===== config.mk =====
export PLATFORM = sky130hd
export DESIGN_NAME = hso_shutoff
export DESIGN_NICKNAME = d
export VERILOG_FILES = /design/src/hso_shutoff.v
export VERILOG_INCLUDE_DIRS = /design/src
export SDC_FILE = /design/constraint.sdc
export NUM_CORES = 1
export LEC_CHECK = 0
export BUFFER_PORTS_ARGS = -buffer_cell sky130_fd_sc_hd__buf_2
export CAP_MARGIN = 20
export CORE_ASPECT_RATIO = 1.5
export CORE_MARGIN = 2
export CORE_UTILIZATION = 45
export DETAILED_ROUTE_END_ITERATION = 8
export PLACE_DENSITY = 0.66
export SLEW_MARGIN = 5
export SYNTH_ARGS = -nofsm -noshare
export SYNTH_HDL_FRONTEND = slang
export SYNTH_SLANG_ARGS = --single-unit

===== constraint.sdc =====
create_clock -name hclk -period 2.8 [get_ports hclk]
set_input_delay 0.28 -clock hclk [delete_from_list [all_inputs] [get_ports hclk]]
set_output_delay 0.28 -clock hclk [all_outputs]
set_load 0.02 [all_outputs]

===== src/hso_defs.vh =====
/*
  constants for the hardwired shutoff state block: clock rate and timings, register
  offsets, command codes and field positions.
  assumes a 25 MHz control clock and an AHB-Lite register bus.
*/
//
// Summary of operation
// either safety channel going off enters the hardwired shutoff state
// each channel alone forces the power stage drive signals off
// current flowing means on; no current means off, the shutoff request
// both channels off cut motor power within 8 ms
// off pulses of 0.5 ms or less are ignored
// shutoff entered after disable, both on again: go to gate block, accept enable
// enable received while off keeps shutoff; host must send disable then enable
// gate block reached with main power off keeps shutoff until a disable; the code stays in gate block and refuses enable until main power is on
// entering shutoff sets the stop request flag in the command monitor
// shutoff during a motion or enable command raises a command warning
// host clears the warning, after stopping motion, to resume; the code accepts disable and enable with the warning still set
// one channel changing without the other within 10 s raises mismatch alarm
// shutoff acts standalone; standalone function restarts only on mode re-entry
// in shutoff the enable command is refused and ready is held off
// ready is on only with both channels on, disabled, in gate block
// safety channels are synchronised to the control clock before filtering
// both channels off turn the shutoff feedback output on within 8 ms
// shutoff feedback is on only when both channels are off
// entering shutoff drops brake release at once, skipping the brake delay
// the fault output is never asserted in the shutoff state
`ifndef HSO_DEFS_VH
`define HSO_DEFS_VH

`define HSO_CLK_HZ        25000000
`define HSO_GLITCH_US     500
`define HSO_CUT_US        8000
`define HSO_MISMATCH_S    10

// register byte offsets
`define HSO_REG_CMD       8'h00
`define HSO_REG_STATUS    8'h04
`define HSO_REG_MONITOR   8'h08
`define HSO_REG_CLEAR     8'h0c
`define HSO_REG_CTRL      8'h10

// command codes written to the command register
`define HSO_CMD_ENABLE    8'h31
`define HSO_CMD_DISABLE   8'h32

// monitor word fields
`define HSO_MON_STOP      0
`define HSO_MON_CMD_WARN  1
`define HSO_MON_MISMATCH  2

// control register fields
`define HSO_CTL_MAIN_PWR  0
`define HSO_CTL_MOTION    1
`define HSO_CTL_STANDALN  2
`define HSO_CTL_FAULT     3

// clear register fields
`define HSO_CLR_WARN      0
`define HSO_CLR_MISMATCH  1

// drive states
`define HSO_ST_SHUTOFF    2'h0
`define HSO_ST_GATEBLK    2'h1
`define HSO_ST_RUN        2'h2

`endif


===== src/hso_shutoff.v =====
/*
  hardwired shutoff state logic of a servo drive: two redundant safety
  channels, glitch filter, enable/disable interlock, feedback, ready, brake.
  assumes the safety channels are asynchronous pins (high = current flows)
  and software reaches the registers as an AHB-Lite slave on hclk.
*/
// Design decisions made here: the AHB-Lite slave port and the register offsets.
`timescale 1ns/1ns
`include "hso_defs.vh"

module hso_shutoff #(
  parameter integer GLITCH_CYC   = (`HSO_CLK_HZ / 1000000) * `HSO_GLITCH_US,
  parameter integer CUT_CYC      = (`HSO_CLK_HZ / 1000000) * `HSO_CUT_US,
  parameter integer MISMATCH_CYC = `HSO_CLK_HZ * `HSO_MISMATCH_S
) (
  input  wire        hclk,
  input  wire        hresetn,
  input  wire        hsel,
  input  wire [31:0] haddr,
  input  wire [1:0]  htrans,
  input  wire        hwrite,
  input  wire [2:0]  hsize,
  input  wire [31:0] hwdata,
  input  wire        hready,
  output wire [31:0] hrdata,
  output wire        hreadyout,
  output wire        hresp,
  input  wire        safety_shutoff_in_a,
  input  wire        safety_shutoff_in_b,
  output wire        gate_drive_en_a,
  output wire        gate_drive_en_b,
  output reg         shutoff_feedback_out,
  output reg         drive_ready_out,
  output reg         brake_release_out,
  output reg         fault_out
);

  // ===========================================================
  // synchronisers and glitch filters
  // ===========================================================
  reg  [1:0]  sync1_q;
  reg  [1:0]  sync2_q;
  reg  [1:0]  filt_q;
  reg  [23:0] gcnt_q [0:1];

  always @(posedge hclk or negedge hresetn) begin
    if (!hresetn) begin
      sync1_q <= 2'h0;
      sync2_q <= 2'h0;
    end else begin
      sync1_q <= {safety_shutoff_in_b, safety_shutoff_in_a};
      sync2_q <= sync1_q;
    end
  end

  // an off level is believed only once it outlasts the glitch window;
  // an on level is taken at once so recovery adds no latency
  genvar gi;
  generate
    for (gi = 0; gi < 2; gi = gi + 1) begin : g_filt
      always @(posedge hclk or negedge hresetn) begin
        if (!hresetn) begin
          gcnt_q[gi] <= 24'h0;
          filt_q[gi] <= 1'b0;
        end else if (sync2_q[gi]) begin
          gcnt_q[gi] <= 24'h0;
          filt_q[gi] <= 1'b1;
        end else if (gcnt_q[gi] < GLITCH_CYC[23:0]) begin
          gcnt_q[gi] <= gcnt_q[gi] + 24'h1;
        end else begin
          filt_q[gi] <= 1'b0;
        end
      end
    end
  endgenerate

  // filter delay is 0.5 ms plus a few cycles, well inside the 8 ms cut time
  wire both_on  = filt_q[0] & filt_q[1];
  wire both_off = ~filt_q[0] & ~filt_q[1];
  wire any_off  = ~both_on;

  // ===========================================================
  // register bus
  // ===========================================================
  reg        wr_pend_q;
  reg  [7:0] wr_addr_q;
  reg  [7:0] rd_addr_q;
  reg  [3:0] ctrl_q;
  reg  [31:0] rdata_q;

  wire acc    = hsel & hready & htrans[1];
  wire wr_now = wr_pend_q;
  wire cmd_wr = wr_now & (wr_addr_q == `HSO_REG_CMD);
  wire enable_cmd  = cmd_wr & (hwdata[7:0] == `HSO_CMD_ENABLE);
  wire disable_cmd = cmd_wr & (hwdata[7:0] == `HSO_CMD_DISABLE);
  wire clr_wr      = wr_now & (wr_addr_q == `HSO_REG_CLEAR);

  always @(posedge hclk or negedge hresetn) begin
    if (!hresetn) begin
      wr_pend_q <= 1'b0;
      wr_addr_q <= 8'h00;
      rd_addr_q <= 8'h00;
      ctrl_q    <= 4'h0;
    end else begin
      wr_pend_q <= acc & hwrite;
      if (acc) begin
        wr_addr_q <= haddr[7:0];
        rd_addr_q <= haddr[7:0];
      end
      if (wr_now && wr_addr_q == `HSO_REG_CTRL)
        ctrl_q <= hwdata[3:0];
    end
  end

  assign hreadyout = 1'b1;
  assign hresp     = 1'b0;
  assign hrdata    = rdata_q;

  // ===========================================================
  // drive state machine
  // ===========================================================
  reg  [1:0] state_q;
  reg  [1:0] state_d;
  reg        dis_seen_q;
  reg        en_blocked_q;
  reg        stop_flag_q;
  reg        cmd_warn_q;
  reg        mismatch_q;
  reg        standalone_hold_q;
  reg  [1:0] prev_filt_q;
  reg  [27:0] mis_cnt_q;
  reg  [23:0] cut_cnt_q;
  reg        power_cut_q;

  wire main_pwr   = ctrl_q[`HSO_CTL_MAIN_PWR];
  wire motion_on  = ctrl_q[`HSO_CTL_MOTION];
  wire standalone = ctrl_q[`HSO_CTL_STANDALN];
  wire in_shutoff = (state_q == `HSO_ST_SHUTOFF);
  wire enter_shut = any_off & ~in_shutoff;

  always @* begin
    state_d = state_q;
    case (state_q)
      `HSO_ST_SHUTOFF: begin
        // leave only when both on, a disable came first (or shutoff was entered
        // from gate block or from reset) and no enable came since
        if (both_on && dis_seen_q && !en_blocked_q)
          state_d = `HSO_ST_GATEBLK;
      end
      `HSO_ST_GATEBLK: begin
        if (any_off)
          state_d = `HSO_ST_SHUTOFF;
        else if (!main_pwr)
          state_d = `HSO_ST_GATEBLK;
        else if (enable_cmd && !standalone_hold_q)
          state_d = `HSO_ST_RUN;
      end
      `HSO_ST_RUN: begin
        if (any_off)
          state_d = `HSO_ST_SHUTOFF;
        else if (disable_cmd)
          state_d = `HSO_ST_GATEBLK;
      end
      default: state_d = `HSO_ST_SHUTOFF;
    endcase
  end

  always @(posedge hclk or negedge hresetn) begin
    if (!hresetn) begin
      state_q           <= `HSO_ST_SHUTOFF;
      dis_seen_q        <= 1'b1;
      en_blocked_q      <= 1'b0;
      stop_flag_q       <= 1'b0;
      cmd_warn_q        <= 1'b0;
      mismatch_q        <= 1'b0;
      standalone_hold_q <= 1'b0;
      prev_filt_q       <= 2'h0;
      mis_cnt_q         <= 28'h0;
    end else begin
      state_q     <= state_d;
      prev_filt_q <= filt_q;
      if (enter_shut) begin
        dis_seen_q   <= (state_q == `HSO_ST_GATEBLK);
        en_blocked_q <= 1'b0;
      end else if (in_shutoff) begin
        if (disable_cmd) begin
          dis_seen_q   <= 1'b1;
          en_blocked_q <= 1'b0;
        end else if (enable_cmd) begin
          en_blocked_q <= 1'b1;
        end
      end
      // gate block without main power stays in gate block and clears dis_seen_q
      if (state_q == `HSO_ST_GATEBLK && !main_pwr && !enter_shut)
        dis_seen_q <= 1'b0;
      stop_flag_q <= ~in_shutoff ? enter_shut | (stop_flag_q & any_off)
                                 : 1'b1;
      if (enter_shut && (motion_on || state_q == `HSO_ST_RUN))
        cmd_warn_q <= 1'b1;
      else if (clr_wr && hwdata[`HSO_CLR_WARN])
        cmd_warn_q <= 1'b0;
      if (enter_shut && standalone)
        standalone_hold_q <= 1'b1;
      else if (!standalone)
        standalone_hold_q <= 1'b0;
      // mismatch timer runs while the two channels disagree
      if (filt_q[0] == filt_q[1])
        mis_cnt_q <= 28'h0;
      else if (mis_cnt_q < MISMATCH_CYC[27:0])
        mis_cnt_q <= mis_cnt_q + 28'h1;
      if (filt_q[0] != filt_q[1] && mis_cnt_q >= MISMATCH_CYC[27:0])
        mismatch_q <= 1'b1;
      else if (clr_wr && hwdata[`HSO_CLR_MISMATCH])
        mismatch_q <= 1'b0;
    end
  end

  // ===========================================================
  // power stage and outputs
  // ===========================================================
  // each channel gates its own half of the drive path directly
  assign gate_drive_en_a = filt_q[0] & (state_q == `HSO_ST_RUN);
  assign gate_drive_en_b = filt_q[1] & (state_q == `HSO_ST_RUN);

  always @(posedge hclk or negedge hresetn) begin
    if (!hresetn) begin
      cut_cnt_q            <= 24'h0;
      power_cut_q          <= 1'b1;
      shutoff_feedback_out <= 1'b0;
      drive_ready_out      <= 1'b0;
      brake_release_out    <= 1'b0;
      fault_out            <= 1'b0;
    end else begin
      if (!both_off)
        cut_cnt_q <= 24'h0;
      else if (cut_cnt_q < CUT_CYC[23:0])
        cut_cnt_q <= cut_cnt_q + 24'h1;
      // the cut counter is a backstop: once both channels have been off for
      // the full cut time the power stage is reported cut whatever the state
      power_cut_q          <= ~(gate_drive_en_a & gate_drive_en_b)
                              | (cut_cnt_q == CUT_CYC[23:0]);
      shutoff_feedback_out <= both_off;
      // next state, so ready is already low in the cycle the gates open
      drive_ready_out      <= both_on & (state_d == `HSO_ST_GATEBLK)
                              & ~in_shutoff;
      brake_release_out    <= (state_d == `HSO_ST_RUN) & ~any_off;
      fault_out            <= ctrl_q[`HSO_CTL_FAULT] & ~in_shutoff
                              & ~enter_shut;
    end
  end

  // ===========================================================
  // read mux
  // ===========================================================
  always @(posedge hclk or negedge hresetn) begin
    if (!hresetn) begin
      rdata_q <= 32'h0;
    end else if (acc && !hwrite) begin
      case (haddr[7:0])
        `HSO_REG_STATUS:
          rdata_q <= {24'h0, power_cut_q, 1'b0, filt_q, 2'h0, state_q};
        `HSO_REG_MONITOR:
          rdata_q <= {29'h0, mismatch_q, cmd_warn_q, stop_flag_q};
        `HSO_REG_CTRL:
          rdata_q <= {28'h0, ctrl_q};
        default:
          rdata_q <= 32'h0;
      endcase
    end
  end

endmodule // hso_shutoff


=== Word-level counts from Yosys, hierarchy flattened ===
Cells that the tools add are included.

* Bitwise gates (word level): 27
* Multiplexer cells: 35
* Magnitude comparators: 5
* Add/subtract/negate cells: 4
* Reduce and logical (&&, ||, !) cells: 31
* Eq/ne operators: 18

{| class="wikitable"
|+ Operator list
! operator !! number
|-
| $mux 24 || 6
|-
| $add 24x1->24 const B || 3
|-
| $mux 28 || 2
|-
| $lt 24x14->1 const B || 2
|-
| $add 28x1->28 const B || 1
|-
| $ge 28x28->1 const B || 1
|-
| $lt 28x28->1 const B || 1
|-
| $eq 24x18->1 const B || 1
|-
| $lt 24x18->1 const B || 1
|-
| $pmux 8 s3 || 1
|-
| $and 1x1->1 || 19
|-
| $mux 1 || 19
|-
| $eq 8x4->1 const B || 2
|-
| $eq 8x5->1 const B || 2
|-
| $eq 8x6->1 const B || 2
|-
| $logic_and 1x1->1 || 12
|-
| $mux 2 || 6
|-
| $reduce_bool 2->1 || 6
|-
| $reduce_bool 3->1 || 3
|-
| $eq 8x3->1 const B || 1
|-
| $logic_not 8->1 || 1
|-
| $not 1->1 || 6
|-
| $pmux 2 s3 || 1
|-
| $logic_not 1->1 || 5
|-
| 10 further kinds || 16
|}

* Output and inout bits: 40
* Input bits: 76
* Register bits: 164
* Logic and storage cells: 144

=== Logic depth before layout (Yosys ltp) ===
* Word-level depth: 11
* Mapped depth: 7

=== Least setup slack after synthesis ===
Ideal clock, no wire load.

* Kind: flip-flop to flip-flop
* Start point: register cut_cnt_q[14]
* End point: register cut_cnt_q[13]
* Arrival: 1866 ps
* Library setup time: 77 ps
* Period minus slack after synthesis: 1944 ps
* Cell stages (with the launch flop): 6
* Slack: 856 ps
* Cells stage by stage: dfrtp_1 -> nor4_4 -> o211ai_4 -> a2111o_1 -> or3_1 -> a21oi_1

* Word-level cells in the longest chain between the ends: 2

{| class="wikitable"
|+ RTL lines
! item !! line !! source
|-
| start: declaration || hso_shutoff.v:132 || <nowiki>reg [23:0] cut_cnt_q;</nowiki>
|-
| start signal: assignment || hso_shutoff.v:237 || <nowiki>cut_cnt_q <= cut_cnt_q + 24'h1;</nowiki>
|-
| $lt 24x18->1 || hso_shutoff.v:236 || <nowiki>else if (cut_cnt_q < CUT_CYC[23:0])</nowiki>
|-
| $ne 2x1->1 (no source line) || - ||
|}

No other way between the ends.
A chain may end at the register's enable or synchronous reset.

=== Final worst setup path ===
* Start point: register mis_cnt_q[21]
* End point: register mis_cnt_q[16]

* Word-level cells in the longest chain between the ends: 2

{| class="wikitable"
|+ RTL lines
! item !! line !! source
|-
| start: declaration || hso_shutoff.v:131 || <nowiki>reg [27:0] mis_cnt_q;</nowiki>
|-
| start signal: assignment || hso_shutoff.v:210 || <nowiki>mis_cnt_q <= mis_cnt_q + 28'h1;</nowiki>
|-
| $lt 28x28->1 || hso_shutoff.v:209 || <nowiki>else if (mis_cnt_q < MISMATCH_CYC[27:0])</nowiki>
|-
| $reduce_bool 2->1 (no source line) || - ||
|}

No other way between the ends.

==> qor.txt <==
==================================================================================
Worst Hold Class                                                      input pin to flip-flop
Count of input and output buffers                                               36
Clock slew seen by the registers of the worst setup and hold paths           60 ps
Number of max-capacitance violations reported                                    0
Hold path startpoint                                                      haddr[7]
WL met2                                                                    8.14 mm
Final HPWL from detailed placement                                         10.6 mm
Number of cells on the worst reg-to-reg path                                     6
Via count normalized by instance count                                        5.67
Final sum of negative setup slack                                             0 ps
Count of standard-cell rows                                                     56
Arrival @ worst endpoint                                                   2510 ps
CTS root buf                                                             clkbuf_16
Share of async-settable or async-resettable flops after synthesis             1.00
Chip width                                                                  108 µm
Boundary pin count                                                             116
Final period util                                                            0.796
Power, Total                                                               5.12 mW
Wire per inst                                                              15.6 µm
TritonCTS Sinks                                                                139
Post-layout nets                                                               865
Relative max-transition margin                                               0.360
Final setup violating endpoints                                                  0
Routed metal-1 wirelength                                                  6.44 mm
Maximum clock rate                                                       0.449 GHz
Post-synth cell types                                                           61
Netlist Area Pre-Place                                                 0.00726 mm²
Finished Cell Area                                                     0.00834 mm²
Worst r2r dst                                                         mis_cnt_q[16]
Remaining global-route overflow                                                  0
Status                                                                finished clean
Worst vdd ir                                                                374 µV
CP Max Fanout                                                                   25
Initial DRC count                                                              247
Routability congestion estimate from global placement                        0.899
Worst hold path depth                                                            2
Number of enable flip-flop cells after synthesis                                 0
Number of clock buffers inserted by TritonCTS                                   17
Number of buffers inserted to repair setup after CTS                             0
Transition time of the tightest slew-check pin                              960 ps
Final wirelength                                                           15.6 mm
Worst r2r src                                                         mis_cnt_q[21]
Vias                                                                          5674
Primary FF master, synth                                                   dfrtp_1
Worst setup EP type                                                      flip-flop
Min-Delay Endpoint                                                    wr_addr_q[7]
Number of slew-limit violations in the final report                              0
Number of cells produced by synthesis                                          742
Max Used Layer                                                                met5
Number of antenna violations at the first check in global routing                4
Post-Place Cell Area                                                   0.00758 mm²
Worst setup slack after placement                                           593 ps
Vias in the first global route                                                5690
Routed wire length on met3                                                  755 µm
TritonRoute pass-1 iters                                                         8
Total power density per cell area                                       614 mW/mm²
Clock latency on the worst-skew pair                                        420 ps
Hold Fails Final Rpt                                                             0
Vertical die dimension                                                      160 µm
Required time of the critical path                                         3080 ps
ANT nets after route                                                             0
Leakage power of the design                                                3.49 nW
TritonCTS clock tree                                                         built
Worst setup skew after layout                                              11.9 ps
All-layer global routing usage                                               0.192
Initial cell density of the core                                             0.462
DIE AREA                                                                0.0172 mm²
Min Clock Period, post-route                                               2230 ps
Share of final-layout standard cells stronger than drive strength 1          0.154
Kind of critical path                                                 flip-flop to flip-flop
First-pass GRT wire length                                                 26.8 mm
Post-synthesis register bit count                                              139
Syn Area/Cell                                                             9.78 µm²
Number of DRC violations after detailed routing                                  0
Maximum root-to-sink buffer count                                                2
Unrepaired setup endpoints after global routing                                 no
Minimum setup slack among reg-to-reg paths                                  570 ps
Worst-case setup margin in the final layout                                 571 ps
Synthesis-to-finish area growth                                              14.9%
Yosys Warn Count                                                                 0
Critical path launch point type                                          flip-flop
Total number of H-tree levels                                                    4
Core Footprint                                                          0.0157 mm²
Sequential area share after synthesis                                        0.480
Pin count of the biggest net entering global routing                            75
==================================================================================
[cells in the final DEF, fill, tap and decap left out, types with 4 or more instances in the layout]
| master | instances |
|---|---|
| buf_2 | 35 |
| o21a_1 | 8 |
| buf_4 | 14 |
| o31ai_1 | 25 |
| nor4_1 | 28 |
| nand2_1 | 56 |
| conb_1 | 27 |
| nor2_1 | 57 |
| a22oi_1 | 4 |
| and3_1 | 5 |
| bufinv_16 | 8 |
| ha_1 | 8 |
| xnor2_1 | 9 |
| nor3_1 | 14 |
| and4_1 | 4 |
| nor3b_1 | 4 |
| nand3_1 | 39 |
| a21oi_1 | 33 |
| and2_1 | 13 |
| or3_1 | 6 |
| dfrtp_1 | 137 |
| mux2_2 | 27 |
| or4_1 | 21 |
| nand4_1 | 18 |
| inv_1 | 19 |
| clkbuf_16 | 17 |
| nand2b_1 | 18 |
| o21ai_0 | 16 |
| nor4b_1 | 11 |
| mux2i_1 | 15 |
| nor2b_1 | 39 |
[cell usage after synthesis, types with 3 or more instances]
cell | number | area (µm²)
a21oi_1 | 34 | 170
inv_1 | 19 | 71.3
mux2i_1 | 15 | 150
and2_1 | 13 | 81.3
nor3b_1 | 4 | 30.0
or4_1 | 21 | 158
ha_1 | 8 | 100
and4_1 | 4 | 35.0
nand4_1 | 18 | 113
nor4_1 | 28 | 175
nand3_1 | 39 | 195
clkbuf_1 | 26 | 97.6
o21a_1 | 8 | 60.1
o21ai_0 | 16 | 80.1
or3_1 | 6 | 37.5
or3b_2 | 3 | 26.3
nand2b_1 | 18 | 113
nand2_1 | 56 | 210
a22oi_1 | 4 | 30.0
o31ai_1 | 25 | 188
a211oi_1 | 3 | 22.5
xnor2_1 | 9 | 78.8
nor4b_1 | 11 | 96.3
nor2b_1 | 39 | 244
buf_2 | 5 | 25.0
nor2_1 | 57 | 214
and3_1 | 5 | 31.3
nor3_1 | 14 | 70.1
a21boi_0 | 3 | 22.5
dfrtp_1 | 137 | 3430
mux2_2 | 27 | 304
buf_4 | 27 | 203
[through the flow]
step | hold slack (ps) | util | std cells
floorplan | -15.6 | - | 767
global placement | 331 | 0.483 | 962
detailed placement | 339 | 0.483 | 962
CTS | 100 | 0.531 | 997
global route | 106 | 0.531 | 999
finish | 117 | 0.531 | 1000
[area by class of cell]
class                   instances  area (µm²)
clock buffers                  18         429
multi-input cells             550        3480
clock inverters                14         288
repair buffers                 53         322
flip-flops and latches        139        3480
diodes                          3        7.51
fillers                      1390        7360
inverters                      20        75.1
well taps                     203         254
[critical path, cell delays in order (launching register included)]
cell,delay (ps)
dfrtp_1,410
and3_1,280
o21ai_1,100
a21oi_2,710
buf_4,370
nor4_1,100
mux2i_1,130
[how the worst max path moves through the flow]
stage,slack (ps),start,end
after floorplan,860,cut_cnt_q[14],cut_cnt_q[13]
after global placement,680,mis_cnt_q[21],mis_cnt_q[16]
after detailed placement,590,mis_cnt_q[2],mis_cnt_q[19]
after CTS,570,mis_cnt_q[2],mis_cnt_q[19]
after global routing,410,mis_cnt_q[21],mis_cnt_q[16]
final,570,mis_cnt_q[21],mis_cnt_q[16]
[logic make-up after synthesis]
logic type,after synthesis,share of synthesized area
flip-flops,139,0.480
AO/OA/AOI/OAI,114,0.106
AND/OR/NAND/NOR,349,0.269
buffers and inverters,78,0.0552
adder cells (fa/ha/maj),8,0.0138
XOR/XNOR,10,0.0121
multiplexers,42,0.0626
other,2,0.00103
[registers in the layout (all words and copies together), names as in the netlist, 2 cells and up]
| signal | flops |
|---|---|
| ctrl_q | 4 |
| sync2_q | 2 |
| gcnt_q | 48 |
| sync1_q | 2 |
| state_q | 2 |
| cut_cnt_q | 24 |
| wr_addr_q | 8 |
| mis_cnt_q | 28 |
| filt_q | 2 |
| hrdata | 7 |
[power by group]
part           leakage [nW]  internal [mW]  switching [mW]
logic                  1.28         0.0955           0.158
clock network         0.346           1.86           0.877
registers              1.87           2.07          0.0591
total                  3.49           4.03            1.09
[per-layer routing]
layer | up-vias | global-route usage
met5 | - | 0
met4 | 2 | 0.0699
met3 | 24 | 0.0503
met2 | 142 | 0.327
met1 | 2773 | 0.231
li1 | 2733 | -
[timing repair]
item                                   4_1_cts  5_1_grt
endpoints found under the hold margin       73        0
setup endpoints to repair                    0        0
resized for setup                            0        0
hold buffers                                 3        0
Power figures use the tool's default switching activity.
